### src/hdl/meter_irq_defs.vh
// Register offsets, field positions and reset values for the
// metering mode and interrupt block. Definitions only.
`ifndef METER_IRQ_DEFS_VH
`define METER_IRQ_DEFS_VH

// Register port geometry
`define ADDR_W          5
`define DATA_W          16

// Register offsets
`define OFS_FLAGS       5'h04
`define OFS_FLAGS_RC    5'h05
`define OFS_OPCFG       5'h06
`define OFS_MASK        5'h0A

// Reset values
`define OPCFG_RST       16'h0000
`define MASK_RST        8'h00

// Operating configuration fields
`define BIT_TEMP_START  5
`define BIT_CAL_MODE    7
`define BIT_CH_SWAP     10
`define POS_RATE_LO     11
`define POS_RATE_HI     12
`define POS_SRC_LO      13
`define POS_SRC_HI      14
`define BIT_TEST        15
`define LOW_CFG_W       10

// Waveform source codes
`define SRC_POWER       2'h0
`define SRC_RSVD        2'h1
`define SRC_CH1         2'h2
`define SRC_CH2         2'h3

// Flag positions, shared by status, clear-on-read and mask
`define FLG_HALF        0
`define FLG_SAG         1
`define FLG_WAVEFORM_SAMPLE_FLAG        3
`define FLG_ZX          4
`define FLG_TEMP        5
`define FLG_OVF         7
`define FLG_W           8
`define FLG_USED        8'hBB
`define FLG_STICKY      8'hAB

// Waveform update divider
`define WAVE_DIV_BASE   128
`define WAVE_CNT_W      10

`endif

### src/hdl/event_flag_bank.v
// Bank of event flags: sticky bits, live bits, or constant zero.
// Assumes set pulses and the clear strobe share the master clock.
`timescale 1ns/1ps
`default_nettype none

module event_flag_bank #(
  parameter integer  N      = 8,
  parameter [N-1:0]  USED   = 8'hBB,
  parameter [N-1:0]  STICKY = 8'hAB
) (
  input  wire          i_mclk,    // Master clock
  input  wire          i_arst_n,  // Async reset, active low
  input  wire [N-1:0]  i_set,     // Event pulses
  input  wire [N-1:0]  i_live,    // Levels for live bits
  input  wire          i_clear,   // Clear all sticky bits
  output wire [N-1:0]  o_flags    // Current flags
);

  genvar i;
  generate
    for (i = 0; i < N; i = i + 1) begin : g_flag
      if (!USED[i]) begin : g_none
        assign o_flags[i] = 1'b0;
      end else if (STICKY[i]) begin : g_sticky
        reg q_reg;
        // Set beats a clear in the same cycle
        always @(posedge i_mclk or negedge i_arst_n) begin
          if (!i_arst_n)
            q_reg <= 1'b0;
          else
            q_reg <= i_set[i] | (q_reg & ~i_clear);
        end
        assign o_flags[i] = q_reg;
      end else begin : g_live
        reg q_reg;
        always @(posedge i_mclk or negedge i_arst_n) begin
          if (!i_arst_n)
            q_reg <= 1'b0;
          else
            q_reg <= i_live[i];
        end
        assign o_flags[i] = q_reg;
      end
    end
  endgenerate

endmodule // event_flag_bank

`default_nettype wire

### src/hdl/meter_mode_irq.v
// Mode configuration fields and interrupt status/enable logic
// of an energy metering device, with its open-drain request.
// Assumes the serial framing logic presents one-cycle read and
// write strobes with address and data, all on the master clock,
// and that detectors deliver one-cycle event pulses.
//
// Notes on behaviour
// - Swap bit crosses both analog input pairs
// - Rate field divides clock 128 to 1024
// - Source field picks power, channel one, two
// - Every event but integration end outside calibration mode sets its status flag
// - Request low when enabled flag is set
// - Bit 0 on energy MSB rising
// - Bit 1 on dip or lost crossings
// - Calibration mode: bit 1 on integration end
// - Bit 3 on each new waveform sample
// - Bit 4 follows zero-crossing output
// - Bit 5 on finished temperature conversion
// - Bit 7 on energy register overflow
// - Status, clear and mask share positions
// - Mode bit 7 selects calibration mode
`timescale 1ns/1ps
`default_nettype none
`include "meter_irq_defs.vh"

module meter_mode_irq #(
  parameter integer CNT_W = `WAVE_CNT_W
) (
  input  wire                 i_mclk,         // Master clock, 100 MHz
  input  wire                 i_arst_n,       // Async reset, active low
  input  wire [`ADDR_W-1:0]   i_reg_addr,     // Register address
  input  wire [`DATA_W-1:0]   i_reg_wdata,    // Write data
  input  wire                 i_reg_wr,       // Write strobe, one cycle
  input  wire                 i_reg_rd,       // Read strobe, one cycle
  input  wire                 i_energy_msb,   // Energy register MSB level
  input  wire                 i_energy_ovf,   // Energy overflow pulse
  input  wire                 i_sag_evt,      // Voltage dip pulse
  input  wire                 i_nozx_evt,     // Missing crossings pulse
  input  wire                 i_cal_done,     // Integration end pulse
  input  wire                 i_zx_level,     // Zero-crossing output level
  input  wire                 i_temp_done,    // Temperature result pulse
  output reg  [`DATA_W-1:0]   o_reg_rdata,    // Read data
  output reg                  o_reg_rvalid,   // Read data valid pulse
  output reg                  o_irq_out,      // Request pin level, always 0
  output reg                  o_irq_oe,       // Request pin pulled low
  output reg                  o_ch_swap,      // Inputs crossed to converters
  output reg                  o_adc1_from_ch2,// Converter 1 sees channel 2
  output reg                  o_adc2_from_ch1,// Converter 2 sees channel 1
  output reg  [1:0]           o_wave_src,     // Waveform source select
  output reg                  o_wave_strobe,  // Load waveform sample pulse
  output reg                  o_cal_mode,     // Calibration mode
  output reg                  o_test_mode,    // Factory test mode
  output reg  [`LOW_CFG_W-1:0] o_low_cfg      // Lower mode bits
);

  // Operating configuration and mask
  reg  [`DATA_W-1:0] opcfg_reg;
  reg  [`DATA_W-1:0] opcfg_next;
  reg  [`FLG_W-1:0]  mask_reg;
  reg  [`FLG_W-1:0]  mask_next;

  // Event edge and pulse capture
  reg                msb_prev_reg;
  wire               half_full_evt;
  wire               wave_tick;
  wire               sag_bit_evt;
  reg  [`FLG_W-1:0]  set_vec;
  reg  [`FLG_W-1:0]  live_vec;
  wire [`FLG_W-1:0]  flags;
  wire               clr_on_read;

  // Read path
  reg  [`DATA_W-1:0] rdata_next;

  // Field views
  wire [1:0]         rate_sel;
  wire [1:0]         src_sel;
  wire               cal_mode;
  wire               src_valid;

  function is_addr;
    input [`ADDR_W-1:0] a;
    input [`ADDR_W-1:0] ofs;
    begin
      is_addr = (a == ofs);
    end
  endfunction

  assign rate_sel  = opcfg_reg[`POS_RATE_HI:`POS_RATE_LO];
  assign src_sel   = opcfg_reg[`POS_SRC_HI:`POS_SRC_LO];
  assign cal_mode  = opcfg_reg[`BIT_CAL_MODE];
  // reserved source code takes no samples
  assign src_valid = (src_sel != `SRC_RSVD);

  // Configuration write; temperature start self-clears
  always @* begin
    opcfg_next = opcfg_reg;
    if (i_reg_wr && is_addr(i_reg_addr, `OFS_OPCFG)) begin
      opcfg_next = i_reg_wdata;
    end
    if (i_temp_done) begin
      opcfg_next[`BIT_TEMP_START] = 1'b0;
    end
  end

  always @* begin
    mask_next = mask_reg;
    if (i_reg_wr && is_addr(i_reg_addr, `OFS_MASK)) begin
      mask_next = i_reg_wdata[`FLG_W-1:0] & `FLG_USED;
    end
  end

  always @(posedge i_mclk or negedge i_arst_n) begin
    if (!i_arst_n) begin
      opcfg_reg <= `OPCFG_RST;
      mask_reg  <= `MASK_RST;
    end else begin
      opcfg_reg <= opcfg_next;
      mask_reg  <= mask_next;
    end
  end

  wave_rate_divider #(
    .CNT_W    (CNT_W),
    .BASE_DIV (`WAVE_DIV_BASE)
  ) u_rate (
    .i_mclk     (i_mclk),
    .i_arst_n   (i_arst_n),
    .i_run      (src_valid),
    .i_rate_sel (rate_sel),
    .o_tick     (wave_tick)
  );

  always @(posedge i_mclk or negedge i_arst_n) begin
    if (!i_arst_n)
      msb_prev_reg <= 1'b0;
    else
      msb_prev_reg <= i_energy_msb;
  end
  assign half_full_evt = i_energy_msb & ~msb_prev_reg;

  // integration end only in calibration mode
  assign sag_bit_evt = i_sag_evt | i_nozx_evt | (cal_mode & i_cal_done);

  // one position map for all three registers
  always @* begin
    set_vec              = {`FLG_W{1'b0}};
    live_vec             = {`FLG_W{1'b0}};
    set_vec[`FLG_HALF]   = half_full_evt;
    set_vec[`FLG_SAG]    = sag_bit_evt;
    set_vec[`FLG_WAVEFORM_SAMPLE_FLAG]   = wave_tick;
    set_vec[`FLG_TEMP]   = i_temp_done;
    set_vec[`FLG_OVF]    = i_energy_ovf;
    // crossing flag follows the output level
    live_vec[`FLG_ZX]    = i_zx_level;
  end

  // read of clear-on-read register clears flags
  assign clr_on_read = i_reg_rd && is_addr(i_reg_addr, `OFS_FLAGS_RC);

  // bits 2 and 6 never exist
  event_flag_bank #(
    .N      (`FLG_W),
    .USED   (`FLG_USED),
    .STICKY (`FLG_STICKY)
  ) u_flags (
    .i_mclk   (i_mclk),
    .i_arst_n (i_arst_n),
    .i_set    (set_vec),
    .i_live   (live_vec),
    .i_clear  (clr_on_read),
    .o_flags  (flags)
  );

  // Read mux; unmapped addresses read zero
  always @* begin
    rdata_next = {`DATA_W{1'b0}};
    if (is_addr(i_reg_addr, `OFS_FLAGS)) begin
      rdata_next[`FLG_W-1:0] = flags;
    end else if (is_addr(i_reg_addr, `OFS_FLAGS_RC)) begin
      rdata_next[`FLG_W-1:0] = flags;
    end else if (is_addr(i_reg_addr, `OFS_OPCFG)) begin
      rdata_next = opcfg_reg;
    end else if (is_addr(i_reg_addr, `OFS_MASK)) begin
      rdata_next[`FLG_W-1:0] = mask_reg;
    end
  end

  always @(posedge i_mclk or negedge i_arst_n) begin
    if (!i_arst_n) begin
      o_reg_rdata  <= {`DATA_W{1'b0}};
      o_reg_rvalid <= 1'b0;
    end else begin
      o_reg_rvalid <= i_reg_rd;
      if (i_reg_rd) begin
        o_reg_rdata <= rdata_next;
      end
    end
  end

  // Open-drain request: pin level fixed low, enable does the work
  always @(posedge i_mclk or negedge i_arst_n) begin
    if (!i_arst_n) begin
      o_irq_out <= 1'b0;
      o_irq_oe  <= 1'b0;
    end else begin
      o_irq_out <= 1'b0;
      // any enabled flag pulls the pin low
      // released once no enabled flag remains
      o_irq_oe  <= |(flags & mask_reg);
    end
  end

  // Configuration outputs toward the analog and waveform paths
  always @(posedge i_mclk or negedge i_arst_n) begin
    if (!i_arst_n) begin
      o_ch_swap       <= 1'b0;
      o_adc1_from_ch2 <= 1'b0;
      o_adc2_from_ch1 <= 1'b0;
      o_wave_src      <= `SRC_POWER;
      o_wave_strobe   <= 1'b0;
      o_cal_mode      <= 1'b0;
      o_test_mode     <= 1'b0;
      o_low_cfg       <= {`LOW_CFG_W{1'b0}};
    end else begin
      // both converters take the other pair
      o_ch_swap       <= opcfg_reg[`BIT_CH_SWAP];
      o_adc1_from_ch2 <= opcfg_reg[`BIT_CH_SWAP];
      o_adc2_from_ch1 <= opcfg_reg[`BIT_CH_SWAP];
      // source select to the waveform path
      o_wave_src      <= src_sel;
      // sample load aligned with the flag
      o_wave_strobe   <= wave_tick;
      o_cal_mode      <= cal_mode;
      o_test_mode     <= opcfg_reg[`BIT_TEST];
      o_low_cfg       <= opcfg_reg[`LOW_CFG_W-1:0];
    end
  end

endmodule // meter_mode_irq

`default_nettype wire

### src/hdl/wave_rate_divider.v
// Waveform update tick: one pulse every base<<sel master clocks.
// Assumes the select is stable or restarts cleanly on change.
`timescale 1ns/1ps
`default_nettype none

module wave_rate_divider #(
  parameter integer        CNT_W    = 10,
  parameter [CNT_W:0]      BASE_DIV = 128
) (
  input  wire              i_mclk,      // Master clock
  input  wire              i_arst_n,    // Async reset, active low
  input  wire              i_run,       // Ticks allowed
  input  wire [1:0]        i_rate_sel,  // Divide select
  output reg               o_tick       // One-cycle sample pulse
);

  reg  [CNT_W-1:0] cnt_reg;
  wire [CNT_W:0]   span;
  wire [CNT_W:0]   last;
  wire             at_end;

  assign span   = BASE_DIV << i_rate_sel;
  assign last   = span - {{CNT_W{1'b0}}, 1'b1};
  // Greater-or-equal covers a shortened period mid-count
  assign at_end = ({1'b0, cnt_reg} >= last);

  always @(posedge i_mclk or negedge i_arst_n) begin
    if (!i_arst_n) begin
      cnt_reg <= {CNT_W{1'b0}};
      o_tick  <= 1'b0;
    end else if (!i_run) begin
      cnt_reg <= {CNT_W{1'b0}};
      o_tick  <= 1'b0;
    end else if (at_end) begin
      cnt_reg <= {CNT_W{1'b0}};
      o_tick  <= 1'b1;
    end else begin
      cnt_reg <= cnt_reg + {{(CNT_W-1){1'b0}}, 1'b1};
      o_tick  <= 1'b0;
    end
  end

endmodule // wave_rate_divider

`default_nettype wire

### config.mk
export PLATFORM = sky130hd
export DESIGN_NAME = meter_mode_irq
export DESIGN_NICKNAME = d
export VERILOG_FILES = /design/src/hdl/event_flag_bank.v /design/src/hdl/meter_mode_irq.v /design/src/hdl/wave_rate_divider.v
export VERILOG_INCLUDE_DIRS = /design/src /design/src/hdl
export SDC_FILE = /design/constraint.sdc
export NUM_CORES = 1
export LEC_CHECK = 0
export BUFFER_PORTS_ARGS = -buffer_cell sky130_fd_sc_hd__buf_2
export CORE_UTILIZATION = 30
export DETAILED_ROUTE_END_ITERATION = 6
export PLACE_DENSITY = 0.55
export SYNTH_ARGS = -nofsm -noshare
export SYNTH_HDL_FRONTEND = slang
export SYNTH_SLANG_ARGS = --single-unit
### constraint.sdc
create_clock -name i_mclk -period 1.5 [get_ports i_mclk]
set_input_delay 0.15 -clock i_mclk [delete_from_list [all_inputs] [get_ports i_mclk]]
set_output_delay 0.15 -clock i_mclk [all_outputs]
set_load 0.05 [all_outputs]
==> Word-level counts from Yosys, hierarchy flattened <==
Cells that the tools add are included.
{ "word_totals": {"register_bits": 74, "output_inout_bits": 37, "elab_cells": 65} }
{ "op_classes": {"addsub": 2, "order_cmp": 1, "n_eq_ne": 5, "n_shift": 1, "n_mux": 13, "bitwise": 17, "n_reduce_logical": 5} }
{ "op_table": {"columns": ["cell", "n"], "rows": [
  ["$mux W8", 7],
  ["$mux W10", 2],
  ["$eq A5 B3 Y1 const B", 3],
  ["$ge A10 B11 Y1", 1],
  ["$shl A8 B2 Y11 const A", 1],
  ["$sub A11 B1 Y11 const B", 1],
  ["$add A10 B1 Y10 const B", 1],
  ["$and A8 B8 Y8", 1],
  ["$reduce_or A8 Y1", 1],
  ["$and A1 B1 Y1", 7],
  ["$or A1 B1 Y1", 7],
  ["$mux W6", 1],
  ["$eq A5 B4 Y1 const B", 1],
  ["$logic_and A1 B1 Y1", 3],
  ["$mux W1", 3],
  ["$ne A2 B1 Y1 const B", 1],
  ["$not A1 Y1", 2],
  ["$reduce_bool A2 Y1", 1]
]} }

==> Depth between registers and ports, before layout <==
Gate-level depths: netlist of the first run.
{ "depth": {"word_depth": 5, "mapped_depth": 6, "ltp_nobuf": 5} }

==> Modules after synthesis <==
A second synthesis of the first run with hierarchy kept.
{ "unflattened": {"cells_unflattened": 237, "hier_area_um2": 3134.3} }
{ "by_module_without_submodules": {"columns": ["module", "n_inst", "cells_each", "area_per_inst_um2", "seq_area_each_um2"], "rows": [
  ["meter_mode_irq", 1, 156, 2267.2, 1401.3],
  ["wave_rate_divider", 1, 60, 611.8, 275.3],
  ["event_flag_bank", 1, 21, 255.2, 150.1]
]} }

==> Worst setup path before layout of the first run <==
OpenSTA, ideal clock, no wires.
{ "synth_timing": {"path_type": "register to register", "start": "reg opcfg_reg[12]", "end": "reg u_rate.cnt_reg[2]", "arrival_ns": 1.314, "t_required_ns": 1.352, "slack_ns": 0.038, "stages_incl_launch_ff": 6, "synth_period_minus_slack_ns": 1.462, "path_cell_list": "dfrtp_1 inv_1 ha_1 a21oi_1 o211ai_1 nor3_1"} }
{ "synth_via": {"elab_chain_len": 5} }
{ "synth_rtl": {"columns": ["item", "line", "source"], "rows": [
  ["start, declared", "meter_mode_irq.v:57", "reg [`DATA_W-1:0] opcfg_reg;"],
  ["start signal, assigned", "meter_mode_irq.v:115", "opcfg_reg <= `OPCFG_RST;"],
  ["start signal, assigned", "meter_mode_irq.v:118", "opcfg_reg <= opcfg_next;"],
  ["$shl A8 B2 Y11", "wave_rate_divider.v:22", "assign span = BASE_DIV << i_rate_sel;"],
  ["$sub A11 B1 Y11", "wave_rate_divider.v:23", "assign last = span - {{CNT_W{1'b0}}, 1'b1};"],
  ["$ge A10 B11 Y1", "wave_rate_divider.v:25", "assign at_end = ({1'b0, cnt_reg} >= last);"],
  ["$mux W10", "wave_rate_divider.v:34", "end else if (at_end) begin"],
  ["$mux W10", "wave_rate_divider.v:31", "end else if (!i_run) begin"],
  ["end signal, assigned", "wave_rate_divider.v:29", "cnt_reg <= {CNT_W{1'b0}};"],
  ["end signal, assigned", "wave_rate_divider.v:32", "cnt_reg <= {CNT_W{1'b0}};"],
  ["end signal, assigned", "wave_rate_divider.v:35", "cnt_reg <= {CNT_W{1'b0}};"],
  ["end, declared", "wave_rate_divider.v:17", "reg [CNT_W-1:0] cnt_reg;"]
]} }
No other way between the ends.
A chain may end at the register's enable or synchronous reset.

==> Worst setup path in the final report of the first run <==
{ "layout_timing": {"start": "reg opcfg_reg[11]", "end": "reg u_rate.cnt_reg[8]"} }
Same word-level chain as after synthesis.

==> out/results.ini, run 1 <==
[drt]
drc=0
ant_nets=0
initialDrtViolationCount=93
first_pass_iters=4
via_per_inst=4.762
drt-total-wl_mm=6.602
wl_per_cell_um=14.80
vias=2124

[die]
fp-row-count=35
die_area_um2=10240
core-area_um2=9371
die_w_um=101.2
fp.dieH_um=101.2
ios=69
initial_core_util_pct=31.51

[logic_synthesis]
synthFlopType=dfrtp_1
syn_nets=260
ys.warnings.count=0
synth.distinct_cells=39
synth_top_family_by_area=compound AO/OA/AOI/OAI gates
synth_enable_flop_cells=0
synth_fa_ha_area_share_pct=1.695
synth-simple-area-share_pct=12.08
yosys-mux-area-fraction_pct=8.008
syn_inst=224
yosysSeqAreaShare_pct=61.86
synth.area.top_cells=dfrtp_1 62%, mux2_2 8.0%, and3b_1 3.6%
synth_compound_area_share_pct=12.16
yosys.area.top_type=dfrtp_1
ys_ff_latch=73
synth_top_area_share_pct=61.86
synth_xor_area_share_pct=0.8898
syn_avg_cell_area_um2=13.18
netlist_area_um2=2953
async_flop_share_pct=100.0

[cts]
numCtsBuffers=9
cts_htree_levels=3
clock_tree.root_cell=clkbuf_8
cts_tree=built
clk_pin_slew_worst_paths_ps=80
insertion_delay_ps=350
clock_sinks=73
clk_path_buf_depth=2

[critical_path]
cp_cell_sequence=nand2_1 > ha_1 > nand4_1 > nor3_2 > buf_6 > a211oi_2
reg2reg_slack_ps=50
slowest_stage=dfrtp_1
critPathLaunch=opcfg_reg[11]
required_ps=1720
startpoint_type=flop
crit_type=flop to flop
r2r_end=u_rate.cnt_reg[8]
timing.rr.start=opcfg_reg[11]
worst_setup_path_end_kind=flop
worstPathMaxFanout=7
critPathMaxStageDelay_ps=400
cp-endpoint=u_rate.cnt_reg[8]
crit_arrival_ps=1670
rr_worst_depth=6

[min_path]
min_path_cells=2
hp-class=input pin to flop

[sta]
finalCritPeriodShare_pct=96.34
hold_viol=0
holdWs_ps=27.94
worst_slack_ps=54.84
fmax_ghz=0.6920
worst-slew-pin-transition_ps=577.5
setup_viol=0
relSlewSlack_pct=61.46
fin_crit_ps=1445
slew_violations=0
rsz0062_at_grt=true
finClkSkew_ps=11.04
tns_ps=0

[grt]
antenna_found_initial=0
overflow=0
grt_pass1_vias=2109
grt_use_total_pct=13.98
grt_pass1_wl_mm=10.58
grt_max_degree=74

[pwr]
p_leak_nw=1.900
p_per_area_nw_per_um2=1320
vdd_drop_max_v=0.0004879
totalPowerFinal_w=0.005075

[cells_and_area]
antenna_cells=0
area_growth_pct=30.17
drive_above_1_share_pct=44.48
post-route-util_pct=41.01
multi_input_comb_area_um2=1102
nets=348
register_area_um2=1828
filler_cell_count=953

[run_status]
status=completed

[place]
io_buffer_count=67
place_ws_ps=-9.140
dpl.hpwl_mm=4.432
place_congestion=0.7755

[run]
drv_cap=0

-- timing repair --
action / 4_1_cts / 5_1_grt
gates cloned: 0 / 1
pin swaps: 0 / 7
buffers inserted: 1 / 1
hold buffers: 5 / 0
hold endpoints to repair: 77 / 0
resized for setup: 1 / 17
setup endpoints to repair: 8 / 11
-- worst max-delay path, delay by kind of cell (launching register included) --
family	cells	cell delay [ps]
AOI/OAI and AO/OA	1	50
buffers and inverters	1	170
adders and majority gates	1	310
DFF	1	400
and+or+nand+nor	3	390
-- area by class of cell --
cell class / count / area share [%]
flip-flops and latches: 73 / 47.56
multi-input cells: 132 / 28.68
repair buffers: 89 / 14.16
well taps: 129 / 4.199
clock buffers: 11 / 3.939
clock inverters: 5 / 0.7812
inverters: 7 / 0.6836
-- logic make-up (layout without fill, tap and decap cells) --
| logic type | Yosys count | after routing |
|---|---|---|
| and+or+nand+nor | 49 | 49 |
| muxes | 21 | 21 |
| DFF | 73 | 73 |
| buffers and inverters | 19 | 112 |
| xor gates and xnor gates | 3 | 3 |
| AOI/OAI and AO/OA | 54 | 54 |
| adders and majority gates | 4 | 4 |
| other | 1 | 1 |
-- where the power goes --
group          total (W)  leakage, nW  switching, W  internal [W]
clock            0.00141       0.0911      0.000725      0.000681
combinational    0.00122        0.877      0.000764      0.000452
sequential       0.00245        0.932      0.000213       0.00224
-- through the flow --
step / instance area [um2] / cells
2_1_floorplan: 2953 / 224
3_3_place_gp: 3515 / 422
3_5_place_dp: 3515 / 422
4_1_cts: 3759 / 444
5_1_grt: 3844 / 446
6_report: 3844 / 446
-- cell usage after synthesis (2+ instances only) --
master,instances
inv_1,7
buf_4,5
nor3_1,5
a22oi_1,3
or4_1,2
mux2_2,21
a21o_1,4
buf_2,3
and3b_1,12
a22o_1,11
nand3_1,5
o21ai_0,10
dfrtp_1,73
nor2_1,7
a211oi_1,5
nand4_1,3
ha_1,4
clkbuf_1,4
a21oi_1,15
or3_1,2
o31ai_1,2
xor2_1,2
nand2_1,3
-- cell usage in the layout, fill, tap and decap left out, types with 7 or more instances in the layout --
master and n:
and3b_1 12, buf_2 66, a21oi_1 14, buf_4 15
clkbuf_8 11, nor2_1 7, dfrtp_1 72, a22o_1 11
mux2_2 21, o21ai_0 10
-- per-layer routing --
metal | vias up | track usage [%] | part of all wire (%)
li1 | 996 | - | -
met1 | 1051 | 17.39 | 45
met2 | 62 | 22.03 | 47
met3 | 15 | 4.486 | 5.0
met4 | 0 | 6.800 | 2.6
met5 | - | 0 | 0
-- worst min-delay path by stage --
stage,to,slack [ps],from
global placement,o_reg_rdata[4],190,i_arst_n
floorplan,mask_reg[0],-150,i_arst_n
global route,opcfg_reg[11],8,i_reg_wdata[11]
detailed placement,o_low_cfg[1],200,i_arst_n
finish,opcfg_reg[10],30,i_reg_wdata[10]
CTS,opcfg_reg[10],7,i_reg_wdata[10]
Power figures use the tool's default switching activity.
==> inputs of run 2 (changes only) <==
Settings changed: PLACE_DENSITY 0.55 to 0.54.
Clock period 1.5 ns to 1.8 ns, I/O delays scaled along.
==> out/results.ini, run 2 (synthesis gave the netlist of run 1 again) <==
[grt]
grt_pass1_wl_mm=10.76  ; +1.7%
grt_use_total_pct=14.22  ; +0.24 points
overflow=0  ; unchanged
antenna_found_initial=0  ; unchanged
grt_max_degree=39  ; -47%
grt_pass1_vias=2066  ; -2.0%

[critical_path]
worst_setup_path_end_kind=flop
required_ps=2050  ; +330 ps
crit_arrival_ps=1770  ; +100 ps
worstPathMaxFanout=10  ; +3
startpoint_type=flop
rr_worst_depth=6  ; unchanged
crit_type=flop to flop

[drt]
ant_nets=0  ; unchanged
drt-total-wl_mm=6.534  ; -1.0%
initialDrtViolationCount=56  ; -40%
wl_per_cell_um=14.95  ; +1.0%
vias=2069  ; -2.6%
first_pass_iters=4  ; unchanged
via_per_inst=4.735  ; -0.58%
drc=0  ; unchanged

[sta]
setup_viol=0  ; unchanged
finClkSkew_ps=7.070  ; -3.967 ps
finalCritPeriodShare_pct=84.33  ; -12 points
slew_violations=0  ; unchanged
worst-slew-pin-transition_ps=600.6  ; +23.11 ps
fmax_ghz=0.6588  ; -4.8%
hold_viol=0  ; unchanged
tns_ps=0  ; unchanged
fin_crit_ps=1518  ; +72.70 ps
relSlewSlack_pct=59.92  ; -1.5 points
rsz0062_at_grt=false

[die]
die_w_um=101.2  ; unchanged
fp.dieH_um=101.2  ; unchanged
ios=69  ; unchanged
core-area_um2=9371  ; unchanged
die_area_um2=10240  ; unchanged
fp-row-count=35  ; unchanged
initial_core_util_pct=31.51  ; unchanged

[place]
place_congestion=0.8722  ; +12%
dp_cells=415  ; -1.7%
dpl.hpwl_mm=4.506  ; +1.7%
io_buffer_count=67  ; unchanged

[pwr]
vdd_drop_max_v=0.0004287  ; -12%
swShare_pct=31.25  ; -2.3 points
pwr-share-clk_pct=32.8  ; +5.1 points
p_leak_nw=1.866  ; -1.8%
p_seq_share_pct=47.3  ; -1.0 points
power_frac_comb_pct=20.0  ; -4.0 points
power.net_switching_w=0.001353  ; -20%
p_per_area_nw_per_um2=1157  ; -12%
p_int_w=0.002977  ; -12%

[cells_and_area]
area_growth_pct=26.69
multi_input_comb_area_um2=1032  ; -6.4%
filler_cell_count=944  ; -0.94%
antenna_cells=0  ; unchanged
stdcell_count=437  ; -2.0%
layout_commonest_cell=dfrtp_1
drive_above_1_share_pct=37.99  ; -6.5 points
nets=339  ; -2.6%
register_area_um2=1827  ; about the same
layout_common_cells=73 x dfrtp_1, 66 x buf_2, 21 x mux2_2, 15 x a21oi_1, 12 x and3b_1

[cts]
clk_pin_slew_worst_paths_ps=80  ; about the same
clk_path_buf_depth=2  ; unchanged
cts_tree=built
clock_sinks=73  ; unchanged
cts_htree_levels=3  ; unchanged
numCtsBuffers=9  ; unchanged
cts_resized=0  ; -1
insertion_delay_ps=340  ; about the same
clock_tree.root_cell=clkbuf_8

[min_path]
min_path_cells=2  ; unchanged
hp-class=input pin to flop

[run_status]
status=completed

[run]
drv_cap=0  ; unchanged

-- run 2: changes by cell type in the layout (fill, tap and decap cells not counted), sizes merged --
cell and delta:
buf -9, bufinv +2, clkbuf +1, clkinv -2, clkinvlp -1
-- run 2: cell type report --
type | instances | area share, %
well taps | 129 | 4.314
repair buffers | 80 | 12.64
clock buffers | 12 | 3.880
inverters | 7 | 0.7023
clock inverters | 4 | 2.040
flip-flops and latches | 73 | 48.83
multi-input cells | 132 | 27.59
-- run 2: metrics by stage --
step | cell area, um2 | hold slack (ps) | total power (W) | setup WS [ps] | util [%]
floorplan | 2953 | -115.6 | 0.002675 | 338.3 | -
global placement | 3462 | 180.0 | 0.002917 | 92.44 | 36.94
detailed placement | 3462 | 183.0 | 0.002937 | 22.25 | 36.94
CTS | 3734 | 37.16 | 0.004395 | 1.072 | 39.84
global route | 3741 | 39.12 | 0.004581 | 112.2 | 39.92
finish | 3741 | 61.50 | 0.004330 | 282.1 | 39.92
-- run 2: path summary, 6_finish.rpt --
kind,start,endpoint,slack [ps]
min in group asynchronous,i_arst_n,o_low_cfg[1],350
worst max-delay path,opcfg_reg[12],u_rate.cnt_reg[1],280
worst max register to register,opcfg_reg[12],u_rate.cnt_reg[1],280
worst min-delay path,i_reg_wdata[13],opcfg_reg[13],60
max in group asynchronous,i_arst_n,mask_reg[7],840
worst min register to register,opcfg_reg[8],o_low_cfg[8],400
-- run 2: per-layer routing --
metal / wire [um] / GRT usage, %
met5: 0 / 0
met1: 3005 / 17.96
met4: 53 / 4.682
met3: 312 / 5.314
met2: 3162 / 22.55
-- run 2: power groups by stage --
stage,Combinational [W],Sequential [W],Clock (W)
2_1_floorplan,0.000359,0.00232,0
3_3_place_gp,0.000843,0.00207,0
3_5_place_dp,0.000857,0.00208,0
4_1_cts,0.000871,0.00205,0.00147
5_1_grt,0.000945,0.00208,0.00155
6_report,0.000865,0.00205,0.00142
-- run 2: timing repair --
action / in CTS / in global routing
setup endpoints to repair: 0 / 10
setup buffers: 0 / 1
hold buffers: 5 / 0
endpoints found under the hold margin: 40 / 0
-- run 2: critical path, stage by stage (launching register included) --
cell	delay [ps]
dfrtp_1	400
inv_1	60
ha_1	310
a21oi_1	180
o211ai_1	120
buf_4	180
nor3b_1	180
==> inputs of run 3 (changes only) <==
Clock period 1.8 ns to 1.4 ns, I/O delays scaled along.
==> out/results.ini, run 3 (synthesis gave the netlist of run 1 again) <==
[grt]
antenna_found_initial=0  ; unchanged
grt_max_degree=37  ; -5.1%
grt_use_total_pct=14.19  ; -0.032 points
grt_pass1_vias=2149  ; +4.0%
grt_pass1_wl_mm=10.79  ; +0.25%
overflow=0  ; unchanged

[drt]
drc=0  ; unchanged
wl_per_cell_um=14.16  ; -5.3%
via_per_inst=4.646  ; -1.9%
vias=2123  ; +2.6%
ant_nets=0  ; unchanged
drt-total-wl_mm=6.470  ; -0.98%
initialDrtViolationCount=47  ; -16%
first_pass_iters=4  ; unchanged

[sta]
relSlewSlack_pct=61.27  ; +1.4 points
fin_crit_ps=1450  ; -68.02 ps
rsz0062_at_grt=true
holdWs_ps=18.15  ; -43.35 ps
worst_slack_ps=-49.83  ; -332.0 ps
fmax_ghz=0.6897  ; +4.7%
setup_viol=11  ; +11
hold_viol=0  ; unchanged
slew_violations=0  ; unchanged
worst-slew-pin-transition_ps=580.3  ; -20.27 ps
finClkSkew_ps=9.527  ; +2.457 ps
finalCritPeriodShare_pct=103.6  ; +19 points

[die]
ios=69  ; unchanged
fp.dieH_um=101.2  ; unchanged
core-area_um2=9371  ; unchanged
die_area_um2=10240  ; unchanged
fp-row-count=35  ; unchanged
initial_core_util_pct=31.51  ; unchanged
die_w_um=101.2  ; unchanged

[critical_path]
rr_worst_depth=5  ; -1
crit_type=flop to flop
critPathMaxStageDelay_ps=440  ; +40 ps
worst_setup_path_end_kind=flop
worstPathMaxFanout=6  ; -4
slowest_stage=dfrtp_1
cp_cell_sequence=ha_4 > nand4_1 > nor3_2 > buf_4 > o21a_1
required_ps=1690  ; -360 ps
cp_num_buf_inv=1  ; -1
crit_arrival_ps=1740  ; -30 ps
critical_path.top_delay_family=flip-flops
crit_cells=5  ; -1
startpoint_type=flop

[place]
dp_cells=429  ; +3.4%
place_congestion=0.7722  ; -11%
dpl.hpwl_mm=4.543  ; +0.82%
io_buffer_count=67  ; unchanged

[cells_and_area]
layout_commonest_cell=dfrtp_1
area_growth_pct=33.90
drive_above_1_share_pct=42.07  ; +4.1 points
antenna_cells=0  ; unchanged
layout_common_cells=73 x dfrtp_1, 66 x buf_2, 21 x mux2_2, 20 x buf_4, 14 x a21oi_1
stdcell_count=457  ; +4.6%
nets=359  ; +5.9%

[pwr]
p_per_area_nw_per_um2=1454  ; +26%
p_leak_nw=1.969  ; +5.5%
vdd_drop_max_v=0.0005811  ; +36%

[min_path]
min_path_cells=1  ; -1
hp-class=input pin to flop

[run_status]
status=finished, violations left
violations=negative setup slack

[cts]
insertion_delay_ps=350  ; about the same
postCtsSetupRepairBufs=0  ; unchanged
clk_path_buf_depth=2  ; unchanged
cts_htree_levels=3  ; unchanged
numCtsBuffers=9  ; unchanged
clock_tree.root_cell=clkbuf_8
cts_tree=built
clock_sinks=73  ; unchanged
clk_pin_slew_worst_paths_ps=80  ; about the same

[run]
drv_cap=0  ; unchanged

run 3: cell types whose count changed in the layout (fill, tap and decap cells not counted), moves of 2 or more:
| cell | before | now |
|---|---|---|
| clkbuf_1 | 2 | 0 |
| ha_1 | 4 | 2 |
| dlygate4sd3_1 | 5 | 11 |
| buf_4 | 7 | 20 |
run 3: worst register-to-register path, stage by stage, from the launching register on:
cell	delay [ps]
dfrtp_1	440
ha_4	300
nand4_1	100
nor3_2	230
buf_4	190
o21a_1	130
run 3: path summary, 6_finish.rpt:
path,slack (ps),startpoint,endpoint
max,-50,u_rate.cnt_reg[8],u_rate.o_tick
min,20,i_reg_rd,o_reg_rvalid
max reg2reg,-50,u_rate.cnt_reg[8],u_rate.o_tick
min reg2reg,400,opcfg_reg[4],o_low_cfg[4]
max in group asynchronous,620,i_arst_n,o_reg_rdata[3]
min in group asynchronous,300,i_arst_n,opcfg_reg[4]
run 3: cell type report:
class,count,area (um2)
Clock buffer,10,137.6
Clock inverter,6,90.09
Fill cell,925,5418
Inverter,7,26.28
Multi-Input combinational cell,132,1061
Sequential cell,73,1827
Tap cell,129,161.4
Timing Repair Buffer,100,650.6
run 3: power breakdown:
| part | total [W] | internal [W] | switching [W] |
|---|---|---|---|
| Combinational | 0.00129 | 0.000493 | 0.000800 |
| Sequential | 0.00260 | 0.00240 | 0.000200 |
| Clock | 0.00186 | 0.00106 | 0.000800 |
| Total | 0.00575 | 0.00395 | 0.00180 |
run 3: timing repair:
action | in CTS | in global routing
resized for setup | 4 | 2
endpoints found under the hold margin | 41 | 4
cloned | 1 | 0
hold buffers | 7 | 4
endpoints found under the setup margin | 11 | 11
pin swaps | 4 | 1
run 3: stage by stage:
step	total power (W)	TNS, ps	setup slack [ps]	utilization, %	cell area [um2]
2_1_floorplan	0.003440	-499.6	-57.62	-	2957
3_3_place_gp	0.003877	-45.00	-30.74	38.24	3583
3_5_place_dp	0.003895	-427.5	-60.50	38.24	3583
4_1_cts	0.005814	-602.5	-70.28	41.71	3909
5_1_grt	0.006084	-1484	-153.5	42.19	3954
6_report	0.005749	-289.4	-49.83	42.19	3954
run 3: routing by layer:
metal | global-route usage, % | vias to the layer above | wire length (um)
met5 | 0 | - | 0
met4 | 6.355 | 0 | 76
met3 | 4.279 | 8 | 363
met2 | 23.81 | 59 | 3180
met1 | 16.82 | 1041 | 2850
li1 | - | 1015 | -
